**src/rtl/ccrg_map.vh**
```
`ifndef CCRG_MAP_VH
`define CCRG_MAP_VH

// =====================================================================
// Timing
// =====================================================================
`define CCRG_ACLK_PERIOD_NS      5

// =====================================================================
// Divider
// =====================================================================
`define CCRG_DIV_RATIO           2'd3
`define CCRG_DIV_HIGH_PHASE      2'd0
`define CCRG_DIV_HOLD_PHASE      2'd2
`define CCRG_DIV_LAST_PHASE      2'd2

// =====================================================================
// Register offsets (byte addresses)
// =====================================================================
`define CCRG_OFF_CTRL            4'h0
`define CCRG_OFF_STATUS          4'h4
`define CCRG_OFF_IDENT           4'h8

// =====================================================================
// Control fields
// =====================================================================
`define CCRG_CTRL_SOFT_RESET     0
`define CCRG_CTRL_SOFT_HOLD      1
`define CCRG_CTRL_RESET_VALUE    2'h0

// =====================================================================
// Status fields
// =====================================================================
`define CCRG_STAT_READY          0
`define CCRG_STAT_CPU_RESET      1
`define CCRG_STAT_CPU_CLK        2
`define CCRG_STAT_PERIPH_CLK     3
`define CCRG_STAT_SRC_SEL        4
`define CCRG_STAT_CNT_SYNC       5
`define CCRG_STAT_SYNC_MODE      6
`define CCRG_STAT_PHASE_LO       7

// Arbitrary value, names no maker or part.
`define CCRG_IDENT_VALUE         32'h0c1c_0001

`define CCRG_RESP_OKAY           2'h0
`define CCRG_RESP_SLVERR         2'h2

`endif

```
**src/rtl/ccrg_sync.v**
```verilog
// =====================================================================
// Two-stage synchroniser for a group of pin levels
// =====================================================================
module ccrg_sync #(
   parameter W = 1
) (
   input  wire         aclk,
   input  wire         aresetn,
   input  wire [W-1:0] ready_sync_select_n_in,
   output wire [W-1:0] sync_out
);

   reg [W-1:0] meta_ff;
   reg [W-1:0] sync_ff;

   // Only the second stage is ever read outside this module.
   always @(posedge aclk) begin
      if (!aresetn) begin
         meta_ff <= {W{1'b0}};
         sync_ff <= {W{1'b0}};
      end else begin
         meta_ff <= ready_sync_select_n_in;
         sync_ff <= meta_ff;
      end
   end

   assign sync_out = sync_ff;

endmodule

```
**src/rtl/ccrg_div3.v**
```verilog
`include "ccrg_map.vh"

// =====================================================================
// Divide-by-three phase counter
// =====================================================================
module ccrg_div3 (
   input  wire       aclk,
   input  wire       aresetn,
   input  wire       src_rise,
   input  wire       hold,
   output wire [1:0] phase,
   output wire       cpu_clk,
   output wire       cpu_clk_rise
);

   reg  [1:0] cnt_ff;
   reg        clk_ff;
   reg        rise_ff;
   reg  [1:0] nxt_cnt;
   wire       nxt_clk;

   always @* begin
      nxt_cnt = cnt_ff;
      if (hold)
         nxt_cnt = `CCRG_DIV_HOLD_PHASE;
      else if (src_rise) begin
         if (cnt_ff == `CCRG_DIV_LAST_PHASE)
            nxt_cnt = `CCRG_DIV_HIGH_PHASE;
         else
            nxt_cnt = cnt_ff + 2'd1;
      end
   end

   // High during one source period out of three.
   assign nxt_clk = (nxt_cnt == `CCRG_DIV_HIGH_PHASE);

   always @(posedge aclk) begin
      if (!aresetn) begin
         cnt_ff  <= `CCRG_DIV_HOLD_PHASE;
         clk_ff  <= 1'b0;
         rise_ff <= 1'b0;
      end else begin
         cnt_ff  <= nxt_cnt;
         clk_ff  <= nxt_clk;
         rise_ff <= nxt_clk & ~clk_ff;
      end
   end

   assign phase        = cnt_ff;
   assign cpu_clk      = clk_ff;
   assign cpu_clk_rise = rise_ff;

endmodule

```
**src/rtl/ccrg_top.v**
```verilog
// Overview of operation
// - Each ready input counts only while its own active-low gate input is low.
// - Sync-select low: gated ready reaches the output through two clocked stages.
// - Sync-select high: gated ready reaches the output through one stage.
// - Ready output follows enabled inputs, changing only with the processor clock.
// - Source-select low: processor and peripheral clocks come from the crystal.
// - Source-select high: both clocks come from the external frequency input.
// - Processor clock is one third of the source, high one third.
// - Peripheral clock is half the processor clock, 50 percent duty.
// - Oscillator copy output shows the crystal signal undivided.
// - Reset request is sampled on processor clock, driven out active high.
// - Counter-sync high holds the divide counter; low lets it count.
//
// Register access over AXI4-Lite and the register addresses were left to the implementer.

`include "ccrg_map.vh"

module ccrg_top (
   input  wire        aclk,
   input  wire        aresetn,

   // AXI4-Lite register port
   input  wire [3:0]  s_axi_awaddr,
   input  wire        s_axi_awvalid,
   output wire        s_axi_awready,
   input  wire [31:0] s_axi_wdata,
   input  wire [3:0]  s_axi_wstrb,
   input  wire        s_axi_wvalid,
   output wire        s_axi_wready,
   output wire [1:0]  s_axi_bresp,
   output wire        s_axi_bvalid,
   input  wire        s_axi_bready,
   input  wire [3:0]  s_axi_araddr,
   input  wire        s_axi_arvalid,
   output wire        s_axi_arready,
   output wire [31:0] s_axi_rdata,
   output wire [1:0]  s_axi_rresp,
   output wire        s_axi_rvalid,
   input  wire        s_axi_rready,

   // Pins
   input  wire        crystal_pin_a,
   output wire        crystal_pin_b,
   input  wire        external_freq_in,
   input  wire        freq_source_select,
   input  wire        counter_sync_in,
   input  wire        reset_request_n,
   input  wire        ready_sync_select_n,
   input  wire        bus_a_ready_in,
   input  wire        bus_b_ready_in,
   input  wire        bus_a_ready_gate_n,
   input  wire        bus_b_ready_gate_n,
   output wire        cpu_clk_out,
   output wire        periph_clk_out,
   output wire        oscillator_copy_out,
   output wire        ready_out,
   output wire        cpu_reset_out
);

   // ==================================================================
   // Pin synchronisation
   // ==================================================================
   localparam PIN_W = 10;

   wire [PIN_W-1:0] pin_raw;
   wire [PIN_W-1:0] pin_sync;

   assign pin_raw = {crystal_pin_a, external_freq_in, freq_source_select,
                     counter_sync_in, reset_request_n, ready_sync_select_n,
                     bus_a_ready_in, bus_b_ready_in,
                     bus_a_ready_gate_n, bus_b_ready_gate_n};

   ccrg_sync #(
      .W (PIN_W)
   ) u_pin_sync (
      .aclk     (aclk),
      .aresetn  (aresetn),
      .ready_sync_select_n_in (pin_raw),
      .sync_out (pin_sync)
   );

   wire xtal_s;
   wire efi_s;
   wire src_sel_s;
   wire cnt_sync_s;
   wire rst_req_n_s;
   wire one_stage_s;
   wire rdy_a_s;
   wire rdy_b_s;
   wire gate_a_n_s;
   wire gate_b_n_s;

   assign xtal_s      = pin_sync[9];
   assign efi_s       = pin_sync[8];
   assign src_sel_s   = pin_sync[7];
   assign cnt_sync_s  = pin_sync[6];
   assign rst_req_n_s = pin_sync[5];
   assign one_stage_s = pin_sync[4];
   assign rdy_a_s     = pin_sync[3];
   assign rdy_b_s     = pin_sync[2];
   assign gate_a_n_s  = pin_sync[1];
   assign gate_b_n_s  = pin_sync[0];

   // ==================================================================
   // Control register
   // ==================================================================
   reg  [1:0] ctrl_ff;
   wire       soft_reset;
   wire       soft_hold;

   assign soft_reset = ctrl_ff[`CCRG_CTRL_SOFT_RESET];
   assign soft_hold  = ctrl_ff[`CCRG_CTRL_SOFT_HOLD];

   // ==================================================================
   // Oscillator copy and crystal feedback
   // ==================================================================
   reg osc_copy_ff;
   reg xtal_drive_ff;

   always @(posedge aclk) begin
      if (!aresetn) begin
         osc_copy_ff   <= 1'b0;
         xtal_drive_ff <= 1'b1;
      end else begin
         osc_copy_ff   <= xtal_s;
         xtal_drive_ff <= ~xtal_s;
      end
   end

   // ==================================================================
   // Source selection and edge detection
   // ==================================================================
   reg  src_prev_ff;
   wire src_level;
   wire src_rise;

   // Switching the source mid-period can stretch or shorten one processor
   // clock phase; the divider never sees a runt edge because only the
   // sampled level is used.
   assign src_level = src_sel_s ? efi_s : xtal_s;
   assign src_rise  = src_level & ~src_prev_ff;

   always @(posedge aclk) begin
      if (!aresetn)
         src_prev_ff <= 1'b0;
      else
         src_prev_ff <= src_level;
   end

   // ==================================================================
   // Divide-by-three processor clock
   // ==================================================================
   wire [1:0] div_phase;
   wire       cpu_clk;
   wire       cpu_clk_rise;

   // Counter-sync is taken as a level; the far side keeps it aligned to the
   // external source so that several generators release on the same edge.
   ccrg_div3 u_div3 (
      .aclk         (aclk),
      .aresetn      (aresetn),
      .src_rise     (src_rise),
      .hold         (cnt_sync_s | soft_hold),
      .phase        (div_phase),
      .cpu_clk      (cpu_clk),
      .cpu_clk_rise (cpu_clk_rise)
   );

   // ==================================================================
   // Peripheral clock
   // ==================================================================
   reg periph_clk_ff;

   always @(posedge aclk) begin
      if (!aresetn)
         periph_clk_ff <= 1'b0;
      else if (cpu_clk_rise)
         periph_clk_ff <= ~periph_clk_ff;
   end

   // ==================================================================
   // Ready path
   // ==================================================================
   wire gated_ready;
   reg  ready_stage_ff;
   reg  ready_ff;

   // Tied-low gates leave both ready inputs permanently honoured.
   assign gated_ready = (rdy_a_s & ~gate_a_n_s) | (rdy_b_s & ~gate_b_n_s);

   always @(posedge aclk) begin
      if (!aresetn) begin
         ready_stage_ff <= 1'b0;
         ready_ff       <= 1'b0;
      end else if (cpu_clk_rise) begin
         ready_stage_ff <= gated_ready;
         if (one_stage_s)
            ready_ff <= gated_ready;
         else
            ready_ff <= ready_stage_ff;
      end
   end

   // ==================================================================
   // Processor reset
   // ==================================================================
   reg cpu_reset_ff;

   // Held active through bus reset so the processor never runs on an
   // unsettled clock.
   always @(posedge aclk) begin
      if (!aresetn)
         cpu_reset_ff <= 1'b1;
      else if (cpu_clk_rise)
         cpu_reset_ff <= ~rst_req_n_s | soft_reset;
   end

   // ==================================================================
   // AXI4-Lite write channel
   // ==================================================================
   reg        awready_ff;
   reg        wready_ff;
   reg        bvalid_ff;
   reg  [1:0] bresp_ff;
   reg        aw_held_ff;
   reg        w_held_ff;
   reg  [3:0] aw_addr_ff;
   reg  [31:0] w_data_ff;
   reg  [3:0] w_strb_ff;

   wire aw_take;
   wire w_take;
   wire aw_have;
   wire w_have;
   wire [3:0] wr_addr;
   wire [31:0] wr_data;
   wire [3:0] wr_strb;
   wire wr_do;

   assign aw_take = s_axi_awvalid & awready_ff;
   assign w_take  = s_axi_wvalid & wready_ff;
   assign aw_have = aw_held_ff | aw_take;
   assign w_have  = w_held_ff | w_take;
   assign wr_do   = aw_have & w_have & ~bvalid_ff;
   assign wr_addr = aw_held_ff ? aw_addr_ff : s_axi_awaddr;
   assign wr_data = w_held_ff ? w_data_ff : s_axi_wdata;
   assign wr_strb = w_held_ff ? w_strb_ff : s_axi_wstrb;

   always @(posedge aclk) begin
      if (!aresetn) begin
         awready_ff <= 1'b1;
         wready_ff  <= 1'b1;
         bvalid_ff  <= 1'b0;
         bresp_ff   <= `CCRG_RESP_OKAY;
         aw_held_ff <= 1'b0;
         w_held_ff  <= 1'b0;
         aw_addr_ff <= 4'h0;
         w_data_ff  <= 32'h0000_0000;
         w_strb_ff  <= 4'h0;
         ctrl_ff    <= `CCRG_CTRL_RESET_VALUE;
      end else begin
         if (aw_take)
            aw_addr_ff <= s_axi_awaddr;
         if (w_take) begin
            w_data_ff <= s_axi_wdata;
            w_strb_ff <= s_axi_wstrb;
         end
         if (wr_do) begin
            aw_held_ff <= 1'b0;
            w_held_ff  <= 1'b0;
            awready_ff <= 1'b0;
            wready_ff  <= 1'b0;
            bvalid_ff  <= 1'b1;
            if (wr_addr == `CCRG_OFF_CTRL) begin
               bresp_ff <= `CCRG_RESP_OKAY;
               if (wr_strb[0])
                  ctrl_ff <= wr_data[1:0];
            end else if (wr_addr == `CCRG_OFF_STATUS || wr_addr == `CCRG_OFF_IDENT)
               bresp_ff <= `CCRG_RESP_OKAY;
            else
               bresp_ff <= `CCRG_RESP_SLVERR;
         end else begin
            if (aw_take) begin
               aw_held_ff <= 1'b1;
               awready_ff <= 1'b0;
            end
            if (w_take) begin
               w_held_ff <= 1'b1;
               wready_ff <= 1'b0;
            end
         end
         if (bvalid_ff && s_axi_bready) begin
            bvalid_ff  <= 1'b0;
            awready_ff <= 1'b1;
            wready_ff  <= 1'b1;
         end
      end
   end

   // ==================================================================
   // AXI4-Lite read channel
   // ==================================================================
   reg         arready_ff;
   reg         rvalid_ff;
   reg  [31:0] rdata_ff;
   reg  [1:0]  rresp_ff;
   reg  [31:0] nxt_rdata;
   reg  [1:0]  nxt_rresp;
   wire [31:0] status_word;

   assign status_word = {23'h0, div_phase, one_stage_s, cnt_sync_s, src_sel_s,
                         periph_clk_ff, cpu_clk, cpu_reset_ff, ready_ff};

   always @* begin
      nxt_rdata = 32'h0000_0000;
      nxt_rresp = `CCRG_RESP_OKAY;
      case (s_axi_araddr)
         `CCRG_OFF_CTRL:   nxt_rdata = {30'h0, ctrl_ff};
         `CCRG_OFF_STATUS: nxt_rdata = status_word;
         `CCRG_OFF_IDENT:  nxt_rdata = `CCRG_IDENT_VALUE;
         default:          nxt_rresp = `CCRG_RESP_SLVERR;
      endcase
   end

   always @(posedge aclk) begin
      if (!aresetn) begin
         arready_ff <= 1'b1;
         rvalid_ff  <= 1'b0;
         rdata_ff   <= 32'h0000_0000;
         rresp_ff   <= `CCRG_RESP_OKAY;
      end else if (s_axi_arvalid && arready_ff) begin
         arready_ff <= 1'b0;
         rvalid_ff  <= 1'b1;
         rdata_ff   <= nxt_rdata;
         rresp_ff   <= nxt_rresp;
      end else if (rvalid_ff && s_axi_rready) begin
         arready_ff <= 1'b1;
         rvalid_ff  <= 1'b0;
      end
   end

   // ==================================================================
   // Outputs
   // ==================================================================
   assign s_axi_awready       = awready_ff;
   assign s_axi_wready        = wready_ff;
   assign s_axi_bvalid        = bvalid_ff;
   assign s_axi_bresp         = bresp_ff;
   assign s_axi_arready       = arready_ff;
   assign s_axi_rvalid        = rvalid_ff;
   assign s_axi_rdata         = rdata_ff;
   assign s_axi_rresp         = rresp_ff;
   assign crystal_pin_b       = xtal_drive_ff;
   assign oscillator_copy_out = osc_copy_ff;
   assign cpu_clk_out         = cpu_clk;
   assign periph_clk_out      = periph_clk_ff;
   assign ready_out           = ready_ff;
   assign cpu_reset_out       = cpu_reset_ff;

endmodule

```
**config.mk**
```make
export PLATFORM = sky130hd
export DESIGN_NAME = ccrg_top
export DESIGN_NICKNAME = d
export VERILOG_FILES = /design/src/rtl/ccrg_sync.v /design/src/rtl/ccrg_div3.v /design/src/rtl/ccrg_top.v
export VERILOG_INCLUDE_DIRS = /design/src /design/src/rtl
export SDC_FILE = /design/constraint.sdc
export NUM_CORES = 1
export LEC_CHECK = 0
export ABC_AREA = 1
export BUFFER_PORTS_ARGS = -buffer_cell sky130_fd_sc_hd__buf_4
export CORE_MARGIN = 2
export CORE_UTILIZATION = 52
export CTS_BUF_LIST = sky130_fd_sc_hd__clkbuf_4
export DETAILED_ROUTE_END_ITERATION = 8
export HOLD_SLACK_MARGIN = 0.15
export PLACE_DENSITY_LB_ADDON = 0.08
export SLEW_MARGIN = 20
export SYNTH_ARGS = -nofsm -noshare
export SYNTH_HDL_FRONTEND = slang
export SYNTH_HIERARCHICAL = 1
export SYNTH_SLANG_ARGS = --single-unit
```
**constraint.sdc**
```tcl
create_clock -name aclk -period 3.07 [get_ports aclk]
set_input_delay 0.307 -clock aclk [delete_from_list [all_inputs] [get_ports aclk]]
set_output_delay 0.307 -clock aclk [all_outputs]
set_load 0.05 [all_outputs]
```
==> results of run 1 <==
## repair_timing
item / CTS / global route
hold buffers: 11 / 0
endpoints found under the setup margin: 0 / 0
hold endpoints to repair: 12 / 0
buffers inserted: 0 / 0
## worst paths after layout
path                         start                endpoint  slack (ns)  cells past startpoint
max                s_axi_rdata[26]         s_axi_rdata[20]        1.76                      1
min                   s_axi_rready            s_axi_rvalid        0.18                      4
max reg2reg          s_axi_arready          s_axi_rresp[1]        1.79                      5
min reg2reg  u_pin_sync/meta_ff[8]  u_pin_sync/sync_out[8]        0.41                      2
## worst register-to-register path, delay by kind of cell (launching register included)
| kind | cells | cell delay [ns] |
|---|---|---|
| AO/OA/AOI/OAI | 1 | 0.11 |
| buffers and inverters | 2 | 0.47 |
| flip-flops | 1 | 0.35 |
| AND/OR/NAND/NOR | 2 | 0.26 |
## synth_stat cells
cell       n  share of area
buf_6      2         0.0094
a21oi_1   16          0.033
nor2_2     3         0.0078
o21ai_0   22          0.046
a21oi_2    1         0.0036
nor2_4     2         0.0094
buf_4     24          0.075
inv_2      4         0.0062
xnor2_1    1         0.0036
dfxtp_1   59           0.49
mux2i_1    3          0.013
conb_1     1         0.0016
o22ai_1    1         0.0026
inv_1     49          0.077
o211ai_1   1         0.0031
nand2_2    4          0.010
nand3_1    8          0.017
or2_2      1         0.0026
nand2_4    2         0.0094
nand3_4    1         0.0073
nor2_1    30          0.047
buf_2      4         0.0083
a21boi_0   1         0.0031
nand2_1   69           0.11
nand4_1    1         0.0026
and3_1     1         0.0026
## routing by layer
layer | part of all wire | routed length [um] | track usage
met3 | 0.058 | 239 | 0.0431
met1 | 0.47 | 1950 | 0.212
met4 | 0.016 | 65 | 0.0943
met5 | 0 | 0 | 0
met2 | 0.45 | 1880 | 0.264
## kinds of logic after synthesis
family                    Yosys count  synth area share
other                               1           0.00156
muxes                               3            0.0125
buffers and inverters              83             0.176
AOI/OAI and AO/OA                  42            0.0917
DFF                                59             0.492
xor gates and xnor gates            1           0.00365
and+or+nand+nor                   122             0.223
## where the power goes
| part | leakage (nW) | switching [mW] | internal [mW] |
|---|---|---|---|
| combinational | 1.02 | 0.264 | 0.117 |
| sequential | 0.486 | 0.0326 | 0.818 |
| clock | 0.0715 | 0.255 | 0.200 |
| total | 1.58 | 0.552 | 1.13 |
## stage by stage
step / worst slack, ns / total power, mW / std cells / hold slack, ns
after floorplan: 1.68 / 1.17 / 330 / 0.377
after global placement: 1.75 / 1.23 / 406 / 0.394
final: 1.76 / 1.69 / 433 / 0.177
after CTS: 1.73 / 1.70 / 433 / 0.157
after detailed placement: 1.71 / 1.24 / 406 / 0.395
after global routing: 1.61 / 1.77 / 433 / 0.178
## sequential cells by signal, summed over array words and instances (netlist names), 2 cells and up
name / cells
w_data_ff: 2
u_div3/phase: 2
u_pin_sync/sync_out: 10
s_axi_rdata: 10
aw_addr_ff: 4
ctrl_ff: 2
u_pin_sync/meta_ff: 10
## area by class of cell
type	instances	area share
Timing Repair Buffer	65	0.175
Inverter	53	0.0676
Clock inverter	3	0.00510
Sequential cell	59	0.401
Multi-Input combinational cell	188	0.296
Tap cell	52	0.0221
Clock buffer	13	0.0331
==> flow_summary.toml, run 1 <==
[global_routing]
track_usage = 0.168
antenna_found_initial = 0
grt_pass1_vias = 1628
grt_overflow = 0
grt_pass1_wl_um = 6790
grt_max_degree = 48

[setup_path]
cp_top_family = "flip-flops"
worstPathArrival_ns = 1.01
end_kind = "output port"
cp.required_ns = 2.76
start_kind = "flop"
crit_fanout = 6
crit_buf_inv = 1
cpPeakStageDelay_ns = 0.41
critPathKind = "flop to output port"
slowest_stage = "dfxtp_1"
crit_chain = "buf_4"

[detailed_routing]
ant_nets = 0
route.detailed.drc = 0
routed_via_density = 4.43
drtPass1Iterations = 4
drt_wl_total_um = 4130
vias = 1920
wl_per_cell_um = 9.54
drt_iter0_drc = 86

[final_layout]
final_cell_area_um2 = 2940
fillers = 375
mostFrequentLayoutCell = "nand2_1"
layout-drive-gt1-share = 0.231
layout_common_cells = "69 x nand2_1, 59 x dfxtp_1, 54 x buf_4"
antenna_cells = 0
multiInputGateArea_um2 = 871
final_util = 0.667
layout.nets = 437
regArea_um2 = 1180
area_growth_pct = 22.6

[synth]
ys_ff_latch = 59
synth_cell_types = 26
yosysSeqAreaShare = 0.492
syn_area_um2 = 2400
avgSynthCellArea_um2 = 7.72
yosysWarnings = 6
syn_inst = 311

[placed_design]
dpl_cell_area_um2 = 2720
place.gp.congestion = 0.782
port_buffers = 54
hpwl_um = 2810

[cts]
cts_tree = "done"
path_clk_slew_ns = 0.09
ctsHtreeMaxLevel = 3
numCtsBuffers = 9
cts_root_buf = "clkbuf_4"
cts.sinks = 59
cts_resized = 0
clockBufferDepth = 2
insertion_delay_ns = 0.38

[job]
maxCapViolCount = 0

[timing]
tightest_slew_ns = 0.510
fin_crit_sh = 0.428
fmax_mhz = 761
setup_viol = 0
hold_violations = 0
maxSlewViolCount = 0
finalCriticalPeriod_ns = 1.31
fin_skew_ns = 0.00787
rsz0062_at_grt = "no"
setup_tns_ns = 0
slew_headroom = 0.660

[min_path]
min_path_type = "input pin to flop"

[die]
start_util = 0.544
coreArea_um2 = 4410
die_height_um = 72.0
die_x_um = 72.0
rows = 24
die-area_um2 = 5180
io_pins = 108

[pwr]
leakagePower_nw = 1.58
ir_drop_mv = 0.319
cellPowerDensity_nw_per_um2 = 573

[status]
outcome = "completed"
Note: power is estimated with default switching activity, not from simulation.
==> run 2, diff against run 1 <==
--- a/config.mk
+++ b/config.mk
@@ -9,7 +9,7 @@
 export ABC_AREA = 1
 export BUFFER_PORTS_ARGS = -buffer_cell sky130_fd_sc_hd__buf_4
 export CORE_MARGIN = 2
-export CORE_UTILIZATION = 52
+export CORE_UTILIZATION = 44
 export CTS_BUF_LIST = sky130_fd_sc_hd__clkbuf_4
 export DETAILED_ROUTE_END_ITERATION = 8
 export HOLD_SLACK_MARGIN = 0.15
==> constraint.sdc (replaced) <==
create_clock -name aclk -period 1.1 [get_ports aclk]
set_input_delay 0.11 -clock aclk [delete_from_list [all_inputs] [get_ports aclk]]
set_output_delay 0.11 -clock aclk [all_outputs]
set_load 0.05 [all_outputs]
==> run 2 against run 1 <==
The run now ends with setup timing left. Final cell count grew 12%. Sequential cell count is the same. Worst hold slack lost 0.041 ns. Critical path type is now flop to flop. Largest power group unchanged. Sequential power grew to 2.8 times the previous value. Total power grew to 2.9 times the previous value. Global-route usage is essentially flat. Wire length grew 17%. Highest routed layer unchanged. Worst setup slack lost 1.8 ns. Clock skew grew 0.0011 ns.
==> flow_summary.toml, run 2 (synthesis results as in run 1) <==
[status]
outcome = "complete, but fails checks"
failed_checks = "setup timing"

[detailed_routing]
routed_via_density = 4.20
wl_per_cell_um = 10.0
ant_nets = 0
drt_iter0_drc = 58
drt_wl_total_um = 4850
drtPass1Iterations = 4
vias = 2036
route.detailed.drc = 0

[setup_path]
worstPathArrival_ns = 1.46
start_kind = "flop"
reg2reg_depth = 8
cp_common_cell = "nor2_2"
cp.required_ns = 1.42
end_kind = "flop"
r2r_slack_ns = -0.04
cpPeakStageDelay_ns = 0.34
crit_fanout = 4
r2r-start = "u_pin_sync/sync_out[7]"
critPathKind = "flop to flop"
slowest_stage = "dfxtp_2"
crit_chain = "mux2i_2 -> nor2_2 -> inv_1 -> nand2_1 -> nand2_1 -> nor2_2 -> nand2_2 -> nor2_2"
r2r-end = "u_div3/cpu_clk_rise"

[global_routing]
track_usage = 0.168
grt_overflow = 0
grt_pass1_vias = 1893
grt_pass1_wl_um = 8180
antenna_found_initial = 0
grt_max_degree = 27

[final_layout]
antenna_cells = 0
layout_common_cells = "64 x nand2_1, 58 x buf_4, 47 x dfxtp_1"
final_cell_area_um2 = 3410
final_util = 0.658
area_growth_pct = 41.8
layout-drive-gt1-share = 0.306
layout.nets = 471
mostFrequentLayoutCell = "nand2_1"

[die]
die_x_um = 77.9
rows = 26
start_util = 0.464
die-area_um2 = 6070
coreArea_um2 = 5170
die_height_um = 77.9
io_pins = 108

[timing]
hold_violations = 0
setup_tns_ns = -0.0712
rsz0062_at_grt = "yes"
setup_ws_ns = -0.0432
fin_crit_sh = 1.04
maxSlewViolCount = 0
fin_skew_ns = 0.00898
setup_viol = 2
fmax_mhz = 875
finalCriticalPeriod_ns = 1.14

[pwr]
combinationalPowerShare = 0.259
clkPwrFrac = 0.246
switchingPower_mw = 1.60
seqPwrFrac = 0.494
ir_drop_mv = 0.786
switching_share = 0.330
p_int_mw = 3.25
cellPowerDensity_nw_per_um2 = 1420
power_mw = 4.85
leakagePower_nw = 1.75

[cts]
cts_root_buf = "clkbuf_4"
ctsHtreeMaxLevel = 3
numCtsBuffers = 9
insertion_delay_ns = 0.38
clockBufferDepth = 2
path_clk_slew_ns = 0.09
cts_tree = "done"
cts.sinks = 59

[placed_design]
post-place-ws_ns = -0.0608
dpl_cell_area_um2 = 2850
hpwl_um = 3250
port_buffers = 54
place.gp.congestion = 0.766

[min_path]
hold_end = "s_axi_rdata[1]"
min_path_type = "input pin to flop"
min_path_cells = 6
min_from = "s_axi_araddr[3]"

[job]
maxCapViolCount = 0
-- run 2: changes by cell type in the layout (fill, tap and decap cells not counted), sizes merged --
cell	previous run	this run
buf	54	69
clkbuf	13	11
clkinv	3	5
dlygate4sd3	11	30
-- run 2: layout make-up --
cell class | count | area (um^2)
flip-flops and latches | 59 | 1210
fillers | 460 | 1770
repair buffers | 99 | 887
multi-input cells | 188 | 915
clock buffers | 11 | 82.6
clock inverters | 5 | 21.3
inverters | 53 | 201
well taps | 70 | 87.6
-- run 2: worst max path at each step --
stage                                      start                   to  slack [ns]  cells past startpoint
after global placement    u_pin_sync/sync_out[7]  u_div3/cpu_clk_rise       -0.04                      8
final                     u_pin_sync/sync_out[7]  u_div3/cpu_clk_rise       -0.04                      8
after detailed placement  u_pin_sync/sync_out[7]  u_div3/cpu_clk_rise       -0.06                      8
after global routing      u_pin_sync/sync_out[7]  u_div3/cpu_clk_rise       -0.13                      8
after floorplan                    s_axi_awready           ctrl_ff[0]       0.003                      7
after CTS                 u_pin_sync/sync_out[7]  u_div3/cpu_clk_rise       -0.04                      8
-- run 2: per-layer routing --
layer,track usage,vias to the layer above,share of wire
met2,0.274,55,0.45
met4,0.0912,0,0.028
met5,0,-,0
li1,-,1097,-
met1,0.208,871,0.47
met3,0.0360,13,0.044
-- run 2: per-stage QoR --
step / cells / hold WS, ns
final: 485 / 0.137
after CTS: 482 / 0.152
after global placement: 435 / 0.290
after global routing: 485 / 0.182
after detailed placement: 435 / 0.295
after floorplan: 330 / 0.203
-- run 2: timing repair --
action	CTS	global route
resized for setup	14	33
endpoints found under the setup margin	11	28
pin swaps	2	11
hold endpoints to repair	41	0
hold buffers	31	0
buffers inserted	0	6
-- run 2: worst max-delay path: cells and delay by family, from the launching register on --
kind          cells  cell delay [ns]
flops             1             0.34
mux               1             0.15
simple gates      6             0.52
buf+inv           1             0.06
-- run 2: power groups by stage --
stage                     clock network (mW)  logic (mW)  registers, mW
after global routing                    1.37        1.36           2.42
after global placement                     0        1.09           2.43
after floorplan                            0       0.620           2.65
final                                   1.19        1.26           2.40
after CTS                               1.25        1.20           2.39
after detailed placement                   0        1.10           2.43
==> run 3, diff against run 2 <==
--- a/config.mk
+++ b/config.mk
@@ -17,5 +17,4 @@
 export SLEW_MARGIN = 20
 export SYNTH_ARGS = -nofsm -noshare
 export SYNTH_HDL_FRONTEND = slang
-export SYNTH_HIERARCHICAL = 1
 export SYNTH_SLANG_ARGS = --single-unit
==> run 3 against run 2 <==
The run now ends clean. Wire length fell by 3.9%. Clock skew barely moved. Utilization is 2.5 points lower. Final cell count is 1.6% lower. Synthesized cell count grew 1.3%. Non-clock buffer count decreased by 12. Sequential share of layout area is 1.4 points higher. Total power fell by 2.0%. First-iteration DRC count up 81%. Largest power group unchanged. Highest routed layer unchanged.
==> flow_summary.toml, run 3 <==
[pwr]
leakagePower_nw = 1.68
ir_drop_mv = 0.768
cellPowerDensity_nw_per_um2 = 1450

[global_routing]
track_usage = 0.158
grt_overflow = 0
grt_max_degree = 21
grt_pass1_vias = 1731
antenna_found_initial = 0
grt_pass1_wl_um = 7460

[cts]
insertion_delay_ns = 0.38
cts_tree = "done"
cts.sinks = 59
clockBufferDepth = 2
ctsHtreeMaxLevel = 3
path_clk_slew_ns = 0.09
cts_setup_buffers = 0
numCtsBuffers = 9
cts_root_buf = "clkbuf_4"

[synth]
synth_area_leader_cell = "dfxtp_1"
yosysMostFrequentCell = "nand2_1"
ys_ff_latch = 59
ys_top_cells_by_count = "71 x nand2_1, 59 x dfxtp_1, 49 x inv_1"
synth-async-reset-ratio = 0
synth_area_leaders = "dfxtp_1 49%, nand2_1 11%, buf_4 7.8%, inv_1 7.7%, nor2_1 4.9%"
synth_cell_types = 26
yosysSeqAreaShare = 0.493
syn_area_um2 = 2390
avgSynthCellArea_um2 = 7.60
yosysWarnings = 0
synthFlopType = "dfxtp_1"
syn_inst = 315
synth_edf_count = 0
synth_top_area_share = 0.493

[setup_path]
start_kind = "flop"
cpPeakStageDelay_ns = 0.41
cp.required_ns = 0.99
crit_fanout = 6
crit_buf_inv = 1
reg2reg_depth = 7
cp_top_family = "flip-flops"
cp.depth = 1
worstPathArrival_ns = 0.95
critPathKind = "flop to output port"
crit_chain = "buf_6"
end_kind = "output port"
slowest_stage = "dfxtp_4"

[timing]
fin_crit_sh = 0.965
rsz0062_at_grt = "yes"
maxSlewViolCount = 0
fin_skew_ns = 0.00888
finalCriticalPeriod_ns = 1.06
setup_viol = 0
fmax_mhz = 942
hold_violations = 0

[detailed_routing]
vias = 2023
routed_via_density = 4.24
drt_iter0_drc = 105
drt_wl_total_um = 4670
drtPass1Iterations = 4
route.detailed.drc = 0
wl_per_cell_um = 9.78
ant_nets = 0

[placed_design]
port_buffers = 54
hpwl_um = 3130
place.gp.congestion = 0.781
dpl_cell_area_um2 = 2830
dpl.cell_count = 437

[status]
outcome = "completed"

[die]
coreArea_um2 = 5170
die_height_um = 77.8
die_x_um = 77.8
start_util = 0.463
io_pins = 108
rows = 26
die-area_um2 = 6050

[min_path]
min_path_cells = 5
min_path_type = "input pin to flop"

[final_layout]
layout.nets = 463
antenna_cells = 0
mostFrequentLayoutCell = "nand2_1"
layout-drive-gt1-share = 0.283
final_cell_area_um2 = 3280
fin_cells = 477
layout_common_cells = "66 x nand2_1, 49 x inv_1, 47 x buf_4"
area_growth_pct = 37.0

[job]
maxCapViolCount = 0
==> run 3: stage by stage <==
stage               hold WS (ns)  power, mW   util  setup TNS (ns)  worst slack [ns]
finish                     0.208       4.75  0.634               0            0.0387
global route               0.228       5.02  0.634         -0.0277           -0.0147
CTS                        0.154       4.77  0.619         -0.0632           -0.0212
detailed placement         0.295       3.50  0.546               0            0.0277
global placement           0.290       3.48  0.546               0            0.0464
floorplan                  0.208       3.24      -               0           0.00295
==> run 3: final timing paths <==
kind,startpoint,endpoint,slack (ns)
max,s_axi_rdata[26],s_axi_rdata[18],0.04
max reg2reg,aw_held_ff,ctrl_ff[0],0.09
min reg2reg,u_pin_sync.meta_ff[7],u_pin_sync.sync_out[7],0.41
min,s_axi_araddr[1],s_axi_rresp[1],0.21
==> run 3: report_power, final <==
part           switching, mW  internal, mW  leakage, nW
Sequential            0.0994          2.30        0.491
Combinational          0.750         0.416         1.13
Clock                  0.704         0.484       0.0608
Total                   1.55          3.20         1.68
==> run 3: routing by layer <==
| metal | track usage | share of wire | vias up | routed length [um] |
|---|---|---|---|---|
| li1 | - | - | 1090 | - |
| met1 | 0.195 | 0.47 | 866 | 2210 |
| met2 | 0.247 | 0.46 | 63 | 2150 |
| met3 | 0.0407 | 0.058 | 4 | 269 |
| met4 | 0.0964 | 0.0099 | 0 | 46 |
| met5 | 0 | 0 | - | 0 |
==> run 3: timing repair <==
item                                    in CTS  in global routing
hold endpoints to repair                    41                  0
gates resized for setup                      7                 33
hold buffers                                25                  0
pin swaps                                    0                  4
endpoints found under the setup margin       8                 21
==> run 3: area by class of cell <==
class / instances / area [um^2]
timing repair buffer: 87 / 772
multi-input combinational: 190 / 893
inverter: 55 / 211
clock inverter: 5 / 20.0
sequential: 59 / 1210
fill: 479 / 1890
clock buffer: 11 / 82.6
tap: 70 / 87.6
==> run 3: cells by family after synthesis <==
kind of cell	after synthesis	share of synthesized area
XOR/XNOR	1	0.00366
multiplexers	2	0.00836
other	1	0.00157
AND/OR/NAND/NOR	126	0.227
buffers and inverters	85	0.175
AO/OA/AOI/OAI	41	0.0904
flip-flops	59	0.493
